### src/rtl/gbrc_params.svh
`ifndef GBRC_PARAMS_SVH
`define GBRC_PARAMS_SVH

// reset values of the retained registers
`define GBRC_WAKE_RST_VAL  8'h00
`define GBRC_CFG_RST_VAL   8'h00
`define GBRC_DRIVE_RST_VAL 8'h00

// write select codes
`define GBRC_SEL_WAKE      1'h0
`define GBRC_SEL_CFG       1'h1

`endif

### src/rtl/gbrc_pkg.sv
package gbrc_pkg;

  // block state, one-hot
  typedef enum logic [2:0] {
    GBRC_ST_ACTIVE = 3'h1,
    GBRC_ST_RESET  = 3'h2,
    GBRC_ST_HOLD   = 3'h4
  } gbrc_state_t;

  // user-side write request
  typedef struct packed {
    logic       valid;
    logic       sel;
    logic [7:0] data;
  } gbrc_wr_req_t;

  // reset inputs as one group
  typedef struct packed {
    logic global_reset;
    logic host_bus_reset;
    logic suspend;
  } gbrc_rst_req_t;

  // main module state
  typedef struct packed {
    gbrc_state_t state;
    logic        active;
    logic        drive_oe;
    logic [7:0]  drive_data;
  } gbrc_main_state_t;

endpackage

### src/rtl/gbrc_reset_ctrl.sv
`timescale 1ns/1ns
`include "gbrc_params.svh"

// What this block does
// (RULE1) global reset: outputs released, all registers reset
// (RULE2) global reset leaves complete default state
// (RULE3) system uses global reset only at boot
// (RULE4) later the host bus reset is used instead
// (RULE5) without wake need, tie both resets together
// (RULE6) suspend keeps registers under global reset
// (RULE7) bus reset: outputs released, subset cleared
// (RULE8) no function during bus reset, default after
// (RULE9) suspend plus bus reset keeps all registers
// (RULE10) everything sampled on rising bus clock edge
// (RULE11) wake context cleared only by global reset
module gbrc_reset_ctrl
  import gbrc_pkg::*;
#(
  parameter int DATA_W = 8
) (
  input  wire logic              clk_sys_in,
  input  wire logic              arst_n_in,
  input  wire gbrc_rst_req_t     rst_req_in,
  input  wire gbrc_wr_req_t      wr_req_in,
  input  wire logic              drive_req_in,
  input  wire logic [DATA_W-1:0] drive_data_in,
  output logic                   drive_oe_out,
  output logic      [DATA_W-1:0] drive_data_out,
  output logic      [DATA_W-1:0] wake_ctx_out,
  output logic      [DATA_W-1:0] config_out,
  output logic                   active_out
);

  gbrc_main_state_t st;
  gbrc_main_state_t next_st;

  logic any_rst;
  logic clear_wake;
  logic clear_cfg;
  logic load_wake;
  logic load_cfg;
  logic write_ok;

  // reset qualification, sampled on the rising bus clock edge [RULE10]
  assign any_rst    = rst_req_in.global_reset | rst_req_in.host_bus_reset;
  // wake context clears on global reset only, not under suspend [RULE11] [RULE6] [RULE2]
  assign clear_wake = rst_req_in.global_reset & ~rst_req_in.suspend;
  // ordinary registers clear on either reset unless suspended [RULE7] [RULE9] [RULE1]
  assign clear_cfg  = any_rst & ~rst_req_in.suspend;
  // no writes taken while any reset is active [RULE8]
  assign write_ok   = wr_req_in.valid & ~any_rst;
  assign load_wake  = write_ok & (wr_req_in.sel == `GBRC_SEL_WAKE);
  assign load_cfg   = write_ok & (wr_req_in.sel == `GBRC_SEL_CFG);

  // wake context register, global reset domain
  gbrc_keep_reg #(
    .WIDTH   (DATA_W),
    .RST_VAL (`GBRC_WAKE_RST_VAL)
  ) u_wake (
    .clk_sys_in (clk_sys_in),
    .arst_n_in  (arst_n_in),
    .clear_in   (clear_wake),
    .load_in    (load_wake),
    .data_in    (wr_req_in.data[DATA_W-1:0]),
    .value_out  (wake_ctx_out)
  );

  // configuration register, bus reset domain
  gbrc_keep_reg #(
    .WIDTH   (DATA_W),
    .RST_VAL (`GBRC_CFG_RST_VAL)
  ) u_cfg (
    .clk_sys_in (clk_sys_in),
    .arst_n_in  (arst_n_in),
    .clear_in   (clear_cfg),
    .load_in    (load_cfg),
    .data_in    (wr_req_in.data[DATA_W-1:0]),
    .value_out  (config_out)
  );

  // next state: outputs released during any reset, data kept under suspend
  always_comb begin
    next_st = st;
    case (st.state)
      GBRC_ST_ACTIVE, GBRC_ST_RESET, GBRC_ST_HOLD: begin
        if (!any_rst) begin
          next_st.state = GBRC_ST_ACTIVE;
        end else if (rst_req_in.suspend) begin
          next_st.state = GBRC_ST_HOLD;
        end else begin
          next_st.state = GBRC_ST_RESET;
        end
      end
      default: begin
        next_st.state = GBRC_ST_RESET;
      end
    endcase
    // outputs are registered, so they go quiet one edge after a reset
    // is sampled and come back one edge after its release
    next_st.active   = ~any_rst;                 // [RULE8]
    next_st.drive_oe = ~any_rst & drive_req_in;  // [RULE1] [RULE7]
    if (clear_cfg) begin
      next_st.drive_data = DATA_W'(`GBRC_DRIVE_RST_VAL);  // [RULE2]
    end else if (!any_rst && drive_req_in) begin
      next_st.drive_data = drive_data_in;
    end
  end

  // state register
  always_ff @(posedge clk_sys_in or negedge arst_n_in) begin
    if (!arst_n_in) begin
      st <= '{state: GBRC_ST_RESET, active: 1'b0, drive_oe: 1'b0, drive_data: '0};
    end else begin
      st <= next_st;
    end
  end

  assign drive_oe_out   = st.drive_oe;
  assign drive_data_out = st.drive_data;
  assign active_out     = st.active;

  // checks on reset behaviour
  a_rst_outputs_off: assert property (@(posedge clk_sys_in) disable iff (!arst_n_in) // [RULE1]
    any_rst |=> !drive_oe_out)
    else $error("output enabled after a reset cycle");

  a_global_full_clear: assert property (@(posedge clk_sys_in) disable iff (!arst_n_in) // [RULE2]
    (rst_req_in.global_reset && !rst_req_in.suspend) |=>
      (wake_ctx_out == DATA_W'(`GBRC_WAKE_RST_VAL)) &&
      (config_out == DATA_W'(`GBRC_CFG_RST_VAL)) &&
      (drive_data_out == DATA_W'(`GBRC_DRIVE_RST_VAL)))
    else $error("global reset left state behind");

  a_suspend_keeps_all: assert property (@(posedge clk_sys_in) disable iff (!arst_n_in) // [RULE6]
    (rst_req_in.global_reset && rst_req_in.suspend) |=>
      $stable(wake_ctx_out) && $stable(config_out) && !drive_oe_out)
    else $error("suspend did not protect registers from global reset");

  a_bus_rst_clears: assert property (@(posedge clk_sys_in) disable iff (!arst_n_in) // [RULE7]
    (rst_req_in.host_bus_reset && !rst_req_in.suspend) |=>
      (config_out == DATA_W'(`GBRC_CFG_RST_VAL)) && !drive_oe_out)
    else $error("bus reset did not clear its registers");

  a_bus_rst_default: assert property (@(posedge clk_sys_in) disable iff (!arst_n_in) // [RULE8]
    (rst_req_in.host_bus_reset && !rst_req_in.suspend) ##1
      (!any_rst && !wr_req_in.valid) |->
      !active_out ##1 (active_out && config_out == DATA_W'(`GBRC_CFG_RST_VAL)))
    else $error("not in default state after bus reset release");

  a_bus_susp_keep: assert property (@(posedge clk_sys_in) disable iff (!arst_n_in) // [RULE9]
    (rst_req_in.host_bus_reset && rst_req_in.suspend) |=>
      $stable(config_out) && $stable(drive_data_out) && !drive_oe_out && !active_out)
    else $error("suspend did not protect registers from bus reset");

  a_wake_survives_bus: assert property (@(posedge clk_sys_in) disable iff (!arst_n_in) // [RULE11]
    (rst_req_in.host_bus_reset && !rst_req_in.global_reset) |=> $stable(wake_ctx_out))
    else $error("wake context lost on bus reset");

  a_write_on_edge: assert property (@(posedge clk_sys_in) disable iff (!arst_n_in) // [RULE10]
    (wr_req_in.valid && !any_rst && wr_req_in.sel == `GBRC_SEL_CFG) |=>
      config_out == $past(wr_req_in.data[DATA_W-1:0]))
    else $error("write not taken on the sampling edge");

  a_wake_write_edge: assert property (@(posedge clk_sys_in) disable iff (!arst_n_in) // [RULE10]
    (wr_req_in.valid && !any_rst && wr_req_in.sel == `GBRC_SEL_WAKE) |=>
      wake_ctx_out == $past(wr_req_in.data[DATA_W-1:0]))
    else $error("wake context write not taken on the sampling edge");

  a_drive_capture: assert property (@(posedge clk_sys_in) disable iff (!arst_n_in) // [RULE10]
    (drive_req_in && !any_rst) |=>
      drive_oe_out && (drive_data_out == $past(drive_data_in)))
    else $error("drive request not taken on the sampling edge");

  a_oe_needs_request: assert property (@(posedge clk_sys_in) disable iff (!arst_n_in) // [RULE10]
    !drive_req_in |=>
      !drive_oe_out)
    else $error("output enabled without a drive request");

  // registers hold unless cleared or written
  a_cfg_kept: assert property (@(posedge clk_sys_in) disable iff (!arst_n_in) // [RULE9]
    (!clear_cfg && !load_cfg) |=>
      $stable(config_out))
    else $error("config register changed without write or clear");

  a_wake_kept: assert property (@(posedge clk_sys_in) disable iff (!arst_n_in) // [RULE11]
    (!clear_wake && !load_wake) |=>
      $stable(wake_ctx_out))
    else $error("wake context changed without write or global reset");

  a_drive_data_kept: assert property (@(posedge clk_sys_in) disable iff (!arst_n_in) // [RULE9]
    (!clear_cfg && !(drive_req_in && !any_rst)) |=>
      $stable(drive_data_out))
    else $error("drive data changed without capture or clear");

  a_susp_no_clear: assert property (@(posedge clk_sys_in) disable iff (!arst_n_in) // [RULE6]
    (any_rst && rst_req_in.suspend) |=>
      $stable(drive_data_out) && $stable(config_out))
    else $error("suspend did not protect the drive data");

  // function stops for exactly the reset cycles
  a_rst_stops_function: assert property (@(posedge clk_sys_in) disable iff (!arst_n_in) // [RULE8]
    any_rst |=>
      !active_out && !drive_oe_out)
    else $error("block still functional after a reset cycle");

  a_susp_alone_runs: assert property (@(posedge clk_sys_in) disable iff (!arst_n_in) // [RULE8]
    !any_rst |=>
      active_out)
    else $error("block not functional without a reset");

  // state encoding is one-hot and agrees with the registered outputs
  a_state_onehot: assert property (@(posedge clk_sys_in) disable iff (!arst_n_in) // [RULE2]
    $onehot(st.state))
    else $error("state code not one-hot");

  a_active_state_on: assert property (@(posedge clk_sys_in) disable iff (!arst_n_in) // [RULE8]
    (st.state == GBRC_ST_ACTIVE) |->
      active_out)
    else $error("active state without active output");

  a_reset_state_quiet: assert property (@(posedge clk_sys_in) disable iff (!arst_n_in) // [RULE7]
    (st.state == GBRC_ST_RESET) |->
      !active_out && !drive_oe_out)
    else $error("reset state with outputs enabled");

  a_hold_state_quiet: assert property (@(posedge clk_sys_in) disable iff (!arst_n_in) // [RULE9]
    (st.state == GBRC_ST_HOLD) |->
      !active_out && !drive_oe_out)
    else $error("hold state with outputs enabled");

endmodule

### src/rtl/gbrc_keep_reg.sv
`timescale 1ns/1ns
`include "gbrc_params.svh"

// register that returns to its reset value on clear, else loads on load
module gbrc_keep_reg
  import gbrc_pkg::*;
#(
  parameter int         WIDTH   = 8,
  parameter logic [7:0] RST_VAL = 8'h00
) (
  input  wire logic             clk_sys_in,
  input  wire logic             arst_n_in,
  input  wire logic             clear_in,
  input  wire logic             load_in,
  input  wire logic [WIDTH-1:0] data_in,
  output logic      [WIDTH-1:0] value_out
);

  typedef struct packed {
    logic [WIDTH-1:0] value;
  } gbrc_keep_state_t;

  gbrc_keep_state_t st;
  gbrc_keep_state_t next_st;

  // clear has priority over load
  always_comb begin
    next_st = st;
    if (clear_in) begin
      next_st.value = WIDTH'(RST_VAL);
    end else if (load_in) begin
      next_st.value = data_in;
    end
  end

  // state register
  always_ff @(posedge clk_sys_in or negedge arst_n_in) begin
    if (!arst_n_in) begin
      st <= '0;
    end else begin
      st <= next_st;
    end
  end

  assign value_out = st.value;

endmodule

### config.mk
export PLATFORM = sky130hd
export DESIGN_NAME = gbrc_reset_ctrl
export DESIGN_NICKNAME = d
export VERILOG_FILES = /design/src/rtl/gbrc_pkg.sv /design/src/rtl/gbrc_reset_ctrl.sv /design/src/rtl/gbrc_keep_reg.sv
export VERILOG_INCLUDE_DIRS = /design/src /design/src/rtl
export SDC_FILE = /design/constraint.sdc
export NUM_CORES = 1
export LEC_CHECK = 0
export ABC_AREA = 0
export BUFFER_PORTS_ARGS = -buffer_cell sky130_fd_sc_hd__buf_2
export CORE_MARGIN = 1
export CORE_UTILIZATION = 46
export CTS_BUF_LIST = sky130_fd_sc_hd__clkbuf_4 sky130_fd_sc_hd__clkbuf_8
export DETAILED_ROUTE_END_ITERATION = 10
export PLACE_DENSITY = 0.8
export SYNTH_ARGS = -nofsm -noshare
export SYNTH_HDL_FRONTEND = slang
export SYNTH_SLANG_ARGS = --single-unit
### constraint.sdc
create_clock -name clk_sys_in -period 0.8 [get_ports clk_sys_in]
set_input_delay 0.16 -clock clk_sys_in [delete_from_list [all_inputs] [get_ports clk_sys_in]]
set_output_delay 0.16 -clock clk_sys_in [all_outputs]
set_load 0.01 [all_outputs]
Yosys cells after proc, flatten, opt, wreduce, memory -nomap -nowiden
Index checks and enable logic that the tools add are counted.
{"block": "totals", "ram_bits": 0, "out_inout_bits": 26, "romBits": 0, "memories": 0, "reg_bits": 26, "input_bits": 24, "latch_bits": 0, "word_cells": 26}
{"block": "op_classes", "muxes": 6, "n_eq_ne": 0, "mul": 0, "n_reduce_logical": 5, "shift": 0, "n_lt_le_gt_ge": 0, "div_mod_pow": 0, "n_bitwise": 10, "addsub": 0}
{"op": "8-bit 2-to-1 mux", "count": 6}
{"op": "1-bit AND", "count": 6}
{"op": "2-bit nonzero test", "count": 3}
{"op": "1-bit NOT", "count": 3}
{"op": "1-bit logical AND", "count": 1}
{"op": "1-bit logical NOT", "count": 1}
{"op": "1-bit OR", "count": 1}

Logic depth before layout (Yosys ltp)
{"block": "logic_depth", "word_depth": 6, "mapped_depth": 5, "depth_no_buf": 3}

Modules after synthesis
Synthesis repeated with hierarchy kept, for this count alone.
{"block": "unflattened", "hier_cells": 89, "area_unflattened_um2": 1128.6}
{"module": "gbrc_keep_reg", "instances": 2, "cells_per_inst": 26, "area_per_inst_um2": 325.3}
{"module": "gbrc_reset_ctrl", "instances": 1, "cells_per_inst": 37, "area_per_inst_um2": 478.0}

Worst setup path after synthesis
Ideal clock, no wire load.
{"block": "synth_path", "path_kind": "input to register", "from": "in rst_req_in[1] (netlist name)", "to": "reg u_cfg.st (netlist bit u_cfg.value_out[0])", "t_arrival_ns": 0.981, "stages": 5, "n_path_buf": 2, "setup_time_ns": 0.121, "setup_slack_ns": -0.302, "required_time_ns": 0.679, "cell_sequence": "and4bb_1 -> buf_6 -> o21ba_1 -> buf_4 -> a22o_1"}
{"block": "synth_between", "elab_chain_len": 5, "elab_cells_between_ends": 7, "cone_classes": "1 x mux; 5 x bitwise; 1 x reduce/logical"}
{"element": "start: declaration", "line_no": "gbrc_reset_ctrl.sv:23", "source": "input wire gbrc_rst_req_t rst_req_in,"}
{"element": "1-bit OR *", "line_no": "gbrc_reset_ctrl.sv:45", "source": "assign any_rst = rst_req_in.global_reset | rst_req_in.host_bus_reset;"}
{"element": "1-bit NOT", "line_no": "gbrc_reset_ctrl.sv:51", "source": "assign write_ok = wr_req_in.valid & ~any_rst;"}
{"element": "1-bit AND", "line_no": "gbrc_reset_ctrl.sv:51"}
{"element": "1-bit AND", "line_no": "gbrc_reset_ctrl.sv:53", "source": "assign load_cfg = write_ok & (wr_req_in.sel == `GBRC_SEL_CFG);"}
{"element": "2-bit nonzero test (no source line)"}
{"element": "end signal: assignment", "line_no": "gbrc_keep_reg.sv:41", "source": "st <= next_st;"}
{"element": "end: declaration", "line_no": "gbrc_keep_reg.sv:23", "source": "gbrc_keep_state_t st;"}
Every way passes the cells marked *; elsewhere a longest branch is shown, timed or not.
A chain may end at the register's enable or synchronous reset.

Worst setup path after layout
{"block": "layout_path", "from": "reg u_cfg.st (netlist bit u_cfg.value_out[7])", "to": "out config_out[7]"}
{"element": "end: declaration", "line_no": "gbrc_reset_ctrl.sv:30", "source": "output logic [DATA_W-1:0] config_out,"}
No word-level cell between the ends.

==> run summary <==
outcome -> complete, but fails checks
failing checks -> setup timing
power per cell area -> 1760 nW/µm²
largest net degree at the start of global routing -> 27
#FFs+latches synth -> 26
Clock Latency Late Sink -> 0.32 ns
hold_sp -> drive_data_in[1]
R2R setup slack -> 0 ns
vias in the first global route -> 845
Pre-antenna DRT Iters -> 4
violation count after the first detailed-route iteration -> 15
Initial Util -> 0.499
PnR Total Power -> 0.00249 W
Ys Warns -> 0
Clock Path Buffers -> 2
nets -> 163
H-tree depth -> 1
I/O Pins -> 50
GR Util All Layers -> 0.213
CTS tree -> yes
Critical Path End Type -> primary output
Slew Limit Fails -> 0
post-route minimum period -> 1.05 ns
non-filler instance count after layout -> 165
Avg Vias per Cell -> 5.02
first-pass GRT wire length -> 3.81 mm
CTS sink cnt -> 26
NetSw -> 0.000619 W
Worst Path Arrival -> 0.89 ns
Worst slew margin -> 0.756
Root Driver -> clkbuf_4
worst flop-to-flop path startpoint -> drive_data_out[3]$_DFFE_PN0P_
R2R cell count -> 2
RSZ-0062 raised after global routing -> true
initial antenna violation count -> 0
FMAX -> 0.957 GHz
Clk pin slew, worst setup/hold paths -> 0.14 ns
CP Data Required Time -> 0.64 ns
post-route setup TNS -> -5.66 ns
Worst Hold End -> drive_data_out[1]$_DFFE_PN0P_
remaining antenna violation count -> 0
gr ovfl total -> 0
share of layout cells above drive strength 1 -> 0.500
Fillers -> 160
Hold Path Depth -> 2
WL/cell -> 13.6 µm
Cell Area, Synth -> 1000 µm²
# diodes -> 0
WP buf/inv -> 1
Worst Max-Slew Pin Slew -> 0.367 ns
CP Launch Type -> register
Syn Inst Count -> 78
Final HPWL DP -> 1.61 mm
kind of path behind the tightest hold check -> in2reg
Net Sw Frac -> 0.249
Port Buf Inserts -> 49
top cell type's share of synthesized area -> 0.651
Seq/Total Area, Yosys -> 0.651
area grow syn2layout -> 41.4%
Final Hold Viols -> 0
DR vias -> 829
Slowest cell on crit path -> dfrtp_1
Multi-input gate area -> 335 µm²
final worst slack -> -0.245 ns
FF/Latch Area -> 651 µm²
power share of the clock group -> 0.264
Die W -> 48.6 µm
crit path cell chain -> buf_2
Lkg Pwr -> 0.787 nW
GPL Wtd Cong -> 0.730
top post-synthesis cells by area -> dfrtp_1 65%, a22o_1 14%, nand2_1 6.0%
VDD IR-drop max -> 1090 µV
num rows -> 16
worst-path fanout max -> 2
placed instance count -> 154
leading area contributor after synthesis -> dfrtp_1
max_cap viols -> 0
Comb pwr share -> 0.162
final core utilization -> 0.706
drc violations -> 0
Mean Syn Cell Area -> 12.8 µm²
Power Internal -> 0.00187 W
synthesized net count -> 102
Tcrit/Tclk final -> 1.31
Final Setup Violations -> 29
core area -> 2000 µm²
slowest stage delay, CP -> 0.42 ns
area of the die -> 2360 µm²
clock buffers created by TritonCTS -> 3
kind of critical path -> reg2out
clk_skew -> 0 ns
FF-to-FF End -> drive_data_out[3]$_DFFE_PN0P_
WL final -> 2.24 mm
family with the most delay on the worst path -> flip-flops
sequential power share -> 0.574
Die Ht -> 48.6 µm
Cell variety after synth -> 14
==> state kept, by name, summed over array words and instances (netlist names) <==
register / flops
u_wake.value_out: 8
active_out: 1
drive_oe_out: 1
u_cfg.value_out: 8
drive_data_out: 8
==> placed cells by master, fill, tap and decap left out, types with 2 or more instances in the layout <==
master    Yosys  routed
buf_4         1       8
dfrtp_1      26      26
clkbuf_4      0       3
a22o_1       16      16
nand2_1      16      16
o21ai_0       8       5
buf_6         1       2
buf_2         2      49
o21ai_1       0       2
==> area by class of cell <==
class	instances	share of cell area
clock buffer	4	0.0257
timing repair buffer	61	0.253
multi-input combinational	47	0.237
sequential	26	0.460
tap	27	0.0239
==> worst max-delay path by stage <==
stage / startpoint / endpoint / slack [ns] / depth (start not counted)
2_1_floorplan: rst_req_in[2] / u_cfg.value_out[0]$_DFFE_PN0P_ / -0.29 / 5
3_3_place_gp: rst_req_in[2] / u_cfg.value_out[4]$_DFFE_PN0P_ / -0.27 / 4
3_5_place_dp: rst_req_in[2] / u_cfg.value_out[5]$_DFFE_PN0P_ / -0.32 / 4
4_1_cts: drive_data_out[0]$_DFFE_PN0P_ / drive_data_out[0] / -0.24 / 1
5_1_grt: drive_data_out[2]$_DFFE_PN0P_ / drive_data_out[2] / -0.28 / 1
6_report: u_cfg.value_out[7]$_DFFE_PN0P_ / config_out[7] / -0.25 / 1
==> worst reg2reg max path, cell delays in order (launching register included) <==
cell     delay, ns
dfrtp_1       0.40
buf_4         0.13
a22o_1        0.17
==> Yosys cell counts <==
cell type	number
nand2_1	16
nor3b_4	1
nand2b_1	1
nor2_1	1
o21ai_0	8
buf_2	2
buf_6	1
nor4b_2	1
a22o_1	16
o21ba_1	2
dfrtp_1	26
buf_4	1
and4bb_1	1
buf_1	1
==> power by group through the flow <==
stage | Combinational (W) | Sequential (W) | Clock (W)
2_1_floorplan | 0.000136 | 0.00149 | 0
3_3_place_gp | 0.000361 | 0.00145 | 0
3_5_place_dp | 0.000376 | 0.00145 | 0
4_1_cts | 0.000392 | 0.00143 | 0.000663
5_1_grt | 0.000444 | 0.00144 | 0.000718
6_report | 0.000404 | 0.00143 | 0.000656
==> what timing repair did <==
action,CTS,global route
pin swaps,4,1
endpoints found under the hold margin,26,0
endpoints found under the setup margin,26,37
hold buffers,1,0
gates resized for setup,0,5
setup buffers,4,2
cloned,0,0
==> routing by layer <==
| metal | track usage | vias to the layer above | wire length, µm |
|---|---|---|---|
| li1 | - | 401 | - |
| met1 | 0.265 | 389 | 999 |
| met2 | 0.380 | 39 | 1110 |
| met3 | 0.0377 | 0 | 129 |
| met4 | 0.0588 | 0 | 0 |
| met5 | 0 | - | 0 |
==> through the flow <==
| step | hold slack (ns) | instance area (µm²) | setup slack, ns |
|---|---|---|---|
| after detailed placement | 0.113 | 1310 | -0.316 |
| after floorplan | -0.136 | 1030 | -0.287 |
| after global placement | 0.110 | 1310 | -0.274 |
| after CTS | 0.0476 | 1390 | -0.244 |
| final | 0.0490 | 1410 | -0.245 |
| after global routing | 0.0469 | 1410 | -0.279 |
==> cells by family (layout without fill, tap and decap cells) <==
logic type / Yosys count / after routing / synth area share
AO/OA/AOI/OAI: 26 / 26 / 0.200
flip-flops: 26 / 26 / 0.651
AND/OR/NAND/NOR: 21 / 21 / 0.116
buffers and inverters: 5 / 65 / 0.0325
Note: power is estimated with default switching activity, not from simulation.
